`config.mk`:
```
export PLATFORM = sky130hd
export DESIGN_NAME = irp_top
export DESIGN_NICKNAME = d
export VERILOG_FILES = /design/src/hw/irp_pacer.v /design/src/hw/irp_top.v
export VERILOG_INCLUDE_DIRS = /design/src /design/src/hw
export SDC_FILE = /design/constraint.sdc
export NUM_CORES = 2
export LEC_CHECK = 0
export BUFFER_PORTS_ARGS = -buffer_cell sky130_fd_sc_hd__clkbuf_2
export CAP_MARGIN = 30
export CORE_MARGIN = 2
export CORE_UTILIZATION = 62
export CTS_CLUSTER_DIAMETER = 50
export CTS_CLUSTER_SIZE = 24
export DETAILED_ROUTE_END_ITERATION = 16
export GPL_ROUTABILITY_DRIVEN = 0
export PLACE_DENSITY = 0.78
export SLEW_MARGIN = 20
export SYNTH_ARGS = -nofsm -noshare
export SYNTH_HDL_FRONTEND = slang
export SYNTH_HIERARCHICAL = 1
export SYNTH_SLANG_ARGS = --single-unit
```
`constraint.sdc`:
```
create_clock -name CLK_I -period 10.4 [get_ports CLK_I]
set_input_delay 2.08 -clock CLK_I [delete_from_list [all_inputs] [get_ports CLK_I]]
set_output_delay 2.08 -clock CLK_I [all_outputs]
set_load 0.01 [all_outputs]
```
`src/hw/irp_regs.vh`:
```
// register map, field positions, reset values and timing counts of the interrupt rate pacer
// assumes inclusion by the pacer design files only
`ifndef IRP_REGS_VH
`define IRP_REGS_VH

// avalon byte offsets
`define IRP_CTRL_OFS        8'h00
`define IRP_RX_TGT0_OFS     8'h10
`define IRP_RX_TGT1_OFS     8'h14
`define IRP_RX_TGT2_OFS     8'h18
`define IRP_TX_TGT0_OFS     8'h20
`define IRP_TX_TGT1_OFS     8'h24
`define IRP_TX_TGT2_OFS     8'h28
`define IRP_PACE0_OFS       8'h30
`define IRP_PACE1_OFS       8'h34
`define IRP_PACE2_OFS       8'h38
`define IRP_WIN_OFS         8'h3c

// interrupt_control_reg fields
`define IRP_CTRL_RXEN_LSB   0
`define IRP_CTRL_TXEN_LSB   8
`define IRP_CTRL_PRE_LSB    16
`define IRP_PRE_W           12

// target fields
`define IRP_TGT_W           6
`define IRP_TGT_RST         6'h00

// reset values
`define IRP_EN_RST          3'h0
`define IRP_PRE_RST         12'h190

// timing
`define IRP_TICKS_PER_PRE   250
`define IRP_PACE_W          8
`define IRP_PACE_MAX        8'hff
`define IRP_CNT_W           16
`define IRP_IDX_W           20

`endif

```
`src/hw/irp_pacer.v`:
```
// one pacer: counts events over a window, adapts pace counter, blocks and holds pulses
// assumes a shared window index and window end pulse from the parent
`timescale 1ns/1ps
`include "irp_regs.vh"

module irp_pacer (
  input  wire                     clk_i,
  input  wire                     rst_i,
  input  wire                     win_end_i,
  input  wire [`IRP_IDX_W-1:0]    idx_i,
  input  wire [`IRP_PRE_W-1:0]    prescale_i,
  input  wire [`IRP_TGT_W-1:0]    target_i,
  input  wire                     enable_i,
  input  wire                     event_i,
  output reg                      pulse_o,
  output wire [`IRP_PACE_W-1:0]   pace_o
);

  reg  [`IRP_CNT_W-1:0]  count_q;
  reg  [`IRP_PACE_W-1:0] pace_q;
  reg  [`IRP_PACE_W-1:0] pace_d;
  reg                    pend_q;
  wire [`IRP_CNT_W:0]    cnt2;
  wire [`IRP_CNT_W:0]    t1;
  wire [`IRP_CNT_W:0]    t2;
  wire [`IRP_CNT_W:0]    t3;
  wire [`IRP_CNT_W:0]    t4;
  wire [`IRP_IDX_W-1:0]  block_len;
  wire                   blocked;
  wire                   fire;
  wire [`IRP_PACE_W:0]   dbl;

  assign pace_o = pace_q;

  ////////////////////////////////////////////////////////////
  // thresholds compared as twice the count
  assign cnt2 = {count_q, 1'b0};
  assign t1   = {{(`IRP_CNT_W+1-`IRP_TGT_W){1'b0}}, target_i};
  assign t2   = {t1[`IRP_CNT_W-1:0], 1'b0};
  assign t3   = t2 + t1;
  assign t4   = {t2[`IRP_CNT_W-1:0], 1'b0};
  assign dbl  = {pace_q, 1'b1};

  always @* begin
    if (cnt2 > t4) begin
      pace_d = `IRP_PACE_MAX;
    end else if (cnt2 > t3) begin
      pace_d = dbl[`IRP_PACE_W] ? `IRP_PACE_MAX : dbl[`IRP_PACE_W-1:0];
    end else if (cnt2 > t2) begin
      pace_d = (pace_q == `IRP_PACE_MAX) ? pace_q : pace_q + 8'h01;
    end else if (cnt2 > t1) begin
      pace_d = (pace_q == 8'h00) ? pace_q : pace_q - 8'h01;
    end else if (count_q != 16'h0000) begin
      pace_d = {1'b0, pace_q[`IRP_PACE_W-1:1]};
    end else begin
      pace_d = 8'h00;
    end
  end

  ////////////////////////////////////////////////////////////
  // event count and pace counter
  always @(posedge clk_i or posedge rst_i) begin
    if (rst_i) begin
      count_q <= 16'h0000;
      pace_q  <= 8'h00;
    end else if (win_end_i) begin
      count_q <= {15'h0000, event_i};
      pace_q  <= pace_d;
    end else if (event_i && count_q != 16'hffff) begin
      count_q <= count_q + 16'h0001;
    end
  end

  ////////////////////////////////////////////////////////////
  // blocking and pending pulse
  assign block_len = {{(`IRP_IDX_W-`IRP_PRE_W){1'b0}}, prescale_i} * {{(`IRP_IDX_W-`IRP_PACE_W){1'b0}}, pace_q};
  assign blocked   = enable_i && (idx_i < block_len);
  assign fire      = (pend_q || event_i) && !blocked;

  always @(posedge clk_i or posedge rst_i) begin
    if (rst_i) begin
      pend_q  <= 1'b0;
      pulse_o <= 1'b0;
    end else begin
      pulse_o <= fire;
      pend_q  <= (pend_q || event_i) && blocked;
    end
  end

endmodule

```
`src/hw/irp_top.v`:
```
// interrupt rate pacer: three cores, rx and tx pacing, avalon-mm register slave
// assumes events are one-cycle pulses synchronous to CLK_I
//
// Behaviour
// - each of three cores has independent rx and tx target registers and pacers
// - rx target is six low bits; upper bits read zero
// - tx target six low bits; software writes only two to sixty-three
// - limiting applies only while the matching pacing enable bit is set
// - window is prescale*250 ticks; first prescale*pace ticks block pulses
// - new events counted per window; count restarts at every window start
// - count above 2x target gives 255; above 1.5x doubles plus one
// - count above target but not 1.5x increments pace counter
// - above half target decrements; nonzero below halves; zero clears
//
// The implementer's own choices: the Avalon-MM slave port and the address map.
`timescale 1ns/1ps
`include "irp_regs.vh"

module irp_top #(
  parameter TICK_DIV = 1
) (
  input  wire        CLK_I,
  input  wire        SYS_RST_I,
  input  wire [7:0]  AVS_ADDRESS_I,
  input  wire        AVS_READ_I,
  input  wire        AVS_WRITE_I,
  input  wire [31:0] AVS_WRITEDATA_I,
  input  wire [3:0]  AVS_BYTEENABLE_I,
  output reg  [31:0] AVS_READDATA_O,
  output wire        AVS_WAITREQUEST_O,
  input  wire [2:0]  RX_EVENT_I,
  input  wire [2:0]  TX_EVENT_I,
  output wire [2:0]  CORE_RX_PACED_IRQ_O,
  output wire [2:0]  CORE_TX_PACED_IRQ_O
);

  reg  [2:0]              rx_en_q;
  reg  [2:0]              tx_en_q;
  reg  [`IRP_PRE_W-1:0]   tick_prescale_q;
  reg  [`IRP_TGT_W-1:0]   rx_target_rate_q [0:2];
  reg  [`IRP_TGT_W-1:0]   tx_target_rate_q [0:2];
  reg                     ack_q;
  reg  [15:0]             div_q;
  reg                     tick_q;
  reg  [`IRP_IDX_W-1:0]   idx_q;
  wire [`IRP_PRE_W-1:0]   pre_eff;
  wire [`IRP_IDX_W-1:0]   win_len;
  wire [31:0]             win_prod;
  wire                    win_end;
  wire                    take;
  wire                    wr_take;
  wire                    rd_take;
  wire [`IRP_PACE_W-1:0]  rx_pace [0:2];
  wire [`IRP_PACE_W-1:0]  tx_pace [0:2];
  reg  [31:0]             rd_mux;
  integer                 k;

  ////////////////////////////////////////////////////////////
  // byte-lane merge for register writes
  function [31:0] be_merge;
    input [31:0] old_v;
    input [31:0] new_v;
    input [3:0]  be;
    integer      b;
    begin
      be_merge = old_v;
      for (b = 0; b < 4; b = b + 1) begin
        if (be[b]) begin
          be_merge[b*8 +: 8] = new_v[b*8 +: 8];
        end
      end
    end
  endfunction

  ////////////////////////////////////////////////////////////
  // avalon slave: one wait state per access
  assign take              = (AVS_READ_I || AVS_WRITE_I) && !ack_q;
  assign wr_take           = AVS_WRITE_I && !ack_q;
  assign rd_take           = AVS_READ_I && !ack_q;
  assign AVS_WAITREQUEST_O = (AVS_READ_I || AVS_WRITE_I) && !ack_q;

  always @(posedge CLK_I or posedge SYS_RST_I) begin
    if (SYS_RST_I) begin
      ack_q <= 1'b0;
    end else begin
      ack_q <= take;
    end
  end

  ////////////////////////////////////////////////////////////
  // writable registers
  always @(posedge CLK_I or posedge SYS_RST_I) begin
    if (SYS_RST_I) begin
      rx_en_q         <= `IRP_EN_RST;
      tx_en_q         <= `IRP_EN_RST;
      tick_prescale_q <= `IRP_PRE_RST;
      for (k = 0; k < 3; k = k + 1) begin
        rx_target_rate_q[k] <= `IRP_TGT_RST;
        tx_target_rate_q[k] <= `IRP_TGT_RST;
      end
    end else if (wr_take) begin
      case (AVS_ADDRESS_I)
        `IRP_CTRL_OFS: begin
          {tick_prescale_q, tx_en_q, rx_en_q} <= control_next(be_merge(ctrl_rd(rx_en_q, tx_en_q, tick_prescale_q),
                                                                      AVS_WRITEDATA_I, AVS_BYTEENABLE_I));
        end
        `IRP_RX_TGT0_OFS: begin
          if (AVS_BYTEENABLE_I[0]) rx_target_rate_q[0] <= AVS_WRITEDATA_I[5:0];
        end
        `IRP_RX_TGT1_OFS: begin
          if (AVS_BYTEENABLE_I[0]) rx_target_rate_q[1] <= AVS_WRITEDATA_I[5:0];
        end
        `IRP_RX_TGT2_OFS: begin
          if (AVS_BYTEENABLE_I[0]) rx_target_rate_q[2] <= AVS_WRITEDATA_I[5:0];
        end
        `IRP_TX_TGT0_OFS: begin
          if (AVS_BYTEENABLE_I[0]) tx_target_rate_q[0] <= AVS_WRITEDATA_I[5:0];
        end
        `IRP_TX_TGT1_OFS: begin
          if (AVS_BYTEENABLE_I[0]) tx_target_rate_q[1] <= AVS_WRITEDATA_I[5:0];
        end
        `IRP_TX_TGT2_OFS: begin
          if (AVS_BYTEENABLE_I[0]) tx_target_rate_q[2] <= AVS_WRITEDATA_I[5:0];
        end
        default: begin
          rx_en_q <= rx_en_q;
        end
      endcase
    end
  end

  ////////////////////////////////////////////////////////////
  // control register packing
  function [31:0] ctrl_rd;
    input [2:0]            rx_en;
    input [2:0]            tx_en;
    input [`IRP_PRE_W-1:0] pre;
    begin
      ctrl_rd = 32'h00000000;
      ctrl_rd[`IRP_CTRL_RXEN_LSB +: 3]        = rx_en;
      ctrl_rd[`IRP_CTRL_TXEN_LSB +: 3]        = tx_en;
      ctrl_rd[`IRP_CTRL_PRE_LSB +: `IRP_PRE_W] = pre;
    end
  endfunction

  function [`IRP_PRE_W+5:0] control_next;
    input [31:0] v;
    begin
      control_next = {v[`IRP_CTRL_PRE_LSB +: `IRP_PRE_W], v[`IRP_CTRL_TXEN_LSB +: 3], v[`IRP_CTRL_RXEN_LSB +: 3]};
    end
  endfunction

  ////////////////////////////////////////////////////////////
  // read mux, reserved bits zero
  always @* begin
    rd_mux = 32'h00000000;
    case (AVS_ADDRESS_I)
      `IRP_CTRL_OFS:    rd_mux = ctrl_rd(rx_en_q, tx_en_q, tick_prescale_q);
      `IRP_RX_TGT0_OFS: rd_mux = {26'h0000000, rx_target_rate_q[0]};
      `IRP_RX_TGT1_OFS: rd_mux = {26'h0000000, rx_target_rate_q[1]};
      `IRP_RX_TGT2_OFS: rd_mux = {26'h0000000, rx_target_rate_q[2]};
      `IRP_TX_TGT0_OFS: rd_mux = {26'h0000000, tx_target_rate_q[0]};
      `IRP_TX_TGT1_OFS: rd_mux = {26'h0000000, tx_target_rate_q[1]};
      `IRP_TX_TGT2_OFS: rd_mux = {26'h0000000, tx_target_rate_q[2]};
      `IRP_PACE0_OFS:   rd_mux = {16'h0000, tx_pace[0], rx_pace[0]};
      `IRP_PACE1_OFS:   rd_mux = {16'h0000, tx_pace[1], rx_pace[1]};
      `IRP_PACE2_OFS:   rd_mux = {16'h0000, tx_pace[2], rx_pace[2]};
      `IRP_WIN_OFS:     rd_mux = {{(32-`IRP_IDX_W){1'b0}}, idx_q};
      default:          rd_mux = 32'h00000000;
    endcase
  end

  always @(posedge CLK_I or posedge SYS_RST_I) begin
    if (SYS_RST_I) begin
      AVS_READDATA_O <= 32'h00000000;
    end else if (rd_take) begin
      AVS_READDATA_O <= rd_mux;
    end
  end

  ////////////////////////////////////////////////////////////
  // tick divider and shared window index
  assign pre_eff = (tick_prescale_q == 12'h000) ? 12'h001 : tick_prescale_q;
  assign win_prod = {{(32-`IRP_PRE_W){1'b0}}, pre_eff} * `IRP_TICKS_PER_PRE;
  assign win_len  = win_prod[`IRP_IDX_W-1:0];
  assign win_end = tick_q && (idx_q >= win_len - 20'h00001);

  always @(posedge CLK_I or posedge SYS_RST_I) begin
    if (SYS_RST_I) begin
      div_q  <= 16'h0000;
      tick_q <= 1'b0;
    end else if (div_q >= TICK_DIV - 1) begin
      div_q  <= 16'h0000;
      tick_q <= 1'b1;
    end else begin
      div_q  <= div_q + 16'h0001;
      tick_q <= 1'b0;
    end
  end

  always @(posedge CLK_I or posedge SYS_RST_I) begin
    if (SYS_RST_I) begin
      idx_q <= 20'h00000;
    end else if (win_end) begin
      idx_q <= 20'h00000;
    end else if (tick_q) begin
      idx_q <= idx_q + 20'h00001;
    end
  end

  ////////////////////////////////////////////////////////////
  // six independent pacers
  genvar g;
  generate
    for (g = 0; g < 3; g = g + 1) begin : core
      irp_pacer u_rx (
        .clk_i      (CLK_I),
        .rst_i      (SYS_RST_I),
        .win_end_i  (win_end),
        .idx_i      (idx_q),
        .prescale_i (pre_eff),
        .target_i   (rx_target_rate_q[g]),
        .enable_i   (rx_en_q[g]),
        .event_i    (RX_EVENT_I[g]),
        .pulse_o    (CORE_RX_PACED_IRQ_O[g]),
        .pace_o     (rx_pace[g])
      );
      irp_pacer u_tx (
        .clk_i      (CLK_I),
        .rst_i      (SYS_RST_I),
        .win_end_i  (win_end),
        .idx_i      (idx_q),
        .prescale_i (pre_eff),
        .target_i   (tx_target_rate_q[g]),
        .enable_i   (tx_en_q[g]),
        .event_i    (TX_EVENT_I[g]),
        .pulse_o    (CORE_TX_PACED_IRQ_O[g]),
        .pace_o     (tx_pace[g])
      );
    end
  endgenerate

endmodule
```
==> key figures <==
Power
  • Peak VDD IR: 0.1808 mV
  • Total power: 7.029 mW
  • Power Density: 148.0 mW/mm²
  • P_leak: 24.22 nW

Logic synthesis
  • Mapped Avg Cell Area: 8.661 µm²
  • Synth Warn #: 6
  • Post-synth EDFFs: 0
  • Post-synth ARST share: 100.0%
  • Seq cells post-synth: 260
  • Syn Std Cell Area: 0.04454 mm²
  • Sequential fraction of the synthesis area: 14.62%
  • Yosys cell types: 120
  • Top FF cell, synth: dfrtp_1
  • Post-Syn Instances: 5,142

STA
  • Skew final: 0.05031 ns
  • Max frequency: 106.6 MHz
  • Final Cycle Share: 90.17%
  • Slew @ Worst Pin: 0.9896 ns
  • Setup ws final: 1.022 ns
  • RSZ-0062 raised after global routing: no
  • Hold Vio Cnt, Final: 0
  • Final Critical Period: 9.378 ns
  • Setup tns final: 0 ns
  • Max Slew Vio Count: 0
  • Max_slew headroom: 34.03%
  • Final setup fails: 0

Worst setup path
  • Critical path required time: 10.86 ns
  • Launch point of the worst reg-to-reg path: tick_prescale_q[10]
  • Setup crit start kind: register
  • Critical path data arrival time: 9.84 ns
  • CP delay by family, top: adder cells
  • R2r worst-path depth: 31
  • Crit path max fanout: 40
  • Worst path depth: 31
  • Worst Setup SP: tick_prescale_q[10]
  • Critical-path top delay cell: nand4_1
  • CP Capture Type: register
  • WS Path Type: register to register
  • Most frequent CP cell: ha_1
  • Reg2reg setup slack: 1.02 ns
  • Delay of the slowest critical-path stage: 0.57 ns
  • Crit path buffers/inverters: 5
  • Crit path capture: core[0].u_rx/pace_o[1]
  • Reg2reg end: core[0].u_rx/pace_o[1]

Detailed routing
  • Wire per inst: 19.05 µm
  • Via Count: 37.33k
  • Detailed router's first-iteration violation count: 2,678
  • ANT nets after route: 0
  • Drt first pass iters: 5
  • Vias/cell: 6.067
  • Final WL: 117,200 µm
  • DRC: 0

Global route
  • Tot GR Track Use: 32.04%
  • Number of global-route vias before repair: 37.47k
  • Largest net degree at the start of global routing: 59
  • Initial antenna violation count: 6
  • First-pass GRT wire length: 192,200 µm
  • GRT overflow: 0

Place
  • Half-perimeter wire length after placement: 85,510 µm
  • PortBufs: 77
  • Post-Place Worst Slack: 1.179 ns
  • DP Area: 0.04596 mm²

Clock network
  • Clock Sinks: 260
  • Clock transition at the registers of the reported paths: 0.06 ns
  • Postcts setup bufs: 0
  • CTS Hold Buffers Added: 0
  • Clock root cell: clkbuf_16
  • CTS tree: built
  • Clock buffer depth: 3
  • CTS Buf Count: 44
  • H-tree depth: 2
  • Cts repair resizes: 0
  • Clk Latency, worst-skew pair: 0.61 ns

Floorplan
  • Die Ht: 272.0 µm
  • Row count: 98
  • Die area: 0.07399 mm²
  • I/O pin count: 93
  • CORE AREA: 0.07124 mm²
  • Initial Utilization: 62.51%
  • Die W: 272.0 µm

Hold path
  • Worst hold path type: register to register
  • Cells on Worst Hold Path: 1

Cells and area
  • Layout cells sized above 1: 7.536%
  • Final Instance Area: 0.04749 mm²
  • Layout fillers: 5,703
  • Area Growth Syn to Fin: 6.644%
  • Final net count: 6,262
  • Final core utilization: 66.67%

Job
  • Max cap viols: 0

Status
  • Outcome: complete, no violations
[final cells by class]
cell class              count  area [µm²]  area share, %
flip-flops and latches    260        6511          13.71
diodes                      1       2.502       0.005269
well taps                 950        1189          2.503
clock inverters            32       367.9         0.7745
repair buffers            140       928.4          1.955
multi-input cells        4000       34630          72.90
clock buffers              49        1161          2.445
inverters                 721        2709          5.704
[power by group]
group / internal, mW / switching [mW]
Sequential: 1.14 / 0.513
Combinational: 1.53 / 2.33
Clock: 0.892 / 0.628
Total: 3.56 / 3.47
[Yosys cell counts (11+ instances only)]
cell,n,share of area (%)
dfrtp_1,257,14
a21o_1,90,1.5
fa_1,401,18
a21oi_1,229,2.6
o21ai_1,19,0.21
o21bai_1,16,0.27
or3_1,35,0.49
o31a_1,12,0.24
a211oi_1,34,0.57
o21ai_0,189,2.1
ha_1,640,18
o211ai_1,27,0.46
and2_1,524,7.4
nor3_1,98,1.1
nand2b_1,38,0.53
and4_1,11,0.22
nand2_1,303,2.6
and3_1,44,0.62
a22o_1,16,0.31
a221oi_1,14,0.28
nor2_1,340,2.9
nand4_1,72,1.0
a31oi_1,21,0.30
inv_1,721,6.1
a311oi_1,12,0.24
nand3_1,108,1.2
buf_4,11,0.19
mux2_2,64,1.6
o21a_1,33,0.56
buf_2,21,0.24
o22ai_1,24,0.34
a2bb2oi_1,12,0.24
a22oi_1,21,0.35
xnor2_1,128,2.5
clkbuf_1,125,1.1
nor2b_1,29,0.41
nor4_1,21,0.30
xor2_1,107,2.1
[worst reg2reg max path, delay by kind of cell (launching register included)]
kind / cells / cell delay, ns
xor+xnor: 1 / 0.23
simple gates: 10 / 2.57
fa+ha+maj: 8 / 3.04
compound gates: 6 / 1.66
mux: 1 / 0.36
flops: 1 / 0.43
buf+inv: 5 / 0.92
[through the flow]
step	hold WS, ns	instances
floorplan	0.4500	5145
global placement	0.4412	6065
detailed placement	0.4483	6071
CTS	0.4545	6152
global route	0.4813	6152
finish	0.4534	6153
[state kept, by name, summed over array words and instances, names as in the netlist]
signal             cells
core.u_rx/count_q     48
core.u_rx/pend_q       3
core.u_rx/pulse_o      3
tick_q                 1
AVS_READDATA_O        28
core.u_tx/pend_q       3
tick_prescale_q       12
rx_target_rate_q      18
tx_target_rate_q      18
rx_en_q                3
idx_q                 20
tx_en_q                3
core.u_rx/pace_o      24
core.u_tx/pace_o      24
core.u_tx/pulse_o      3
ack_q                  1
core.u_tx/count_q     48
[cell usage in the layout (no fill, tap or decap), types with 64 or more instances in the layout]
master,netlist,final
a21o_1,90,90
a21oi_1,229,229
and2_1,524,524
clkbuf_2,1,77
dfrtp_1,257,256
fa_1,401,401
ha_1,640,640
inv_1,721,717
mux2_2,64,64
nand2_1,303,303
nand3_1,108,108
nand4_1,72,72
nor2_1,340,339
nor3_1,98,97
o21ai_0,189,189
xnor2_1,128,128
xor2_1,107,107
[worst min path at each step]
| stage | startpoint | end | slack, ns |
|---|---|---|---|
| 2_1_floorplan | core[0].u_rx/pend_q | core[0].u_rx/pend_q | 0.45 |
| 3_3_place_gp | ack_q | ack_q | 0.44 |
| 3_5_place_dp | ack_q | ack_q | 0.45 |
| 4_1_cts | ack_q | ack_q | 0.45 |
| 5_1_grt | ack_q | ack_q | 0.48 |
| 6_report | ack_q | ack_q | 0.45 |
[layer usage]
metal,part of all wire [%],global-route usage (%)
met1,41,41.75
met3,8.2,5.545
met5,0.035,0
met2,46,52.83
met4,4.5,13.36
[kinds of logic (layout without fill, tap and decap cells)]
family          after synthesis  in the layout  synth area share, %
compound gates              932            932                14.35
mux                          76             76                1.896
other cells                   2              6              0.01686
flops                       260            260                14.62
simple gates               1710           1710                20.74
xor+xnor                    236            236                4.672
fa+ha+maj                  1041           1041                36.01
buf+inv                     885            942                7.704
No activity file was read; power rests on OpenSTA's default activity.
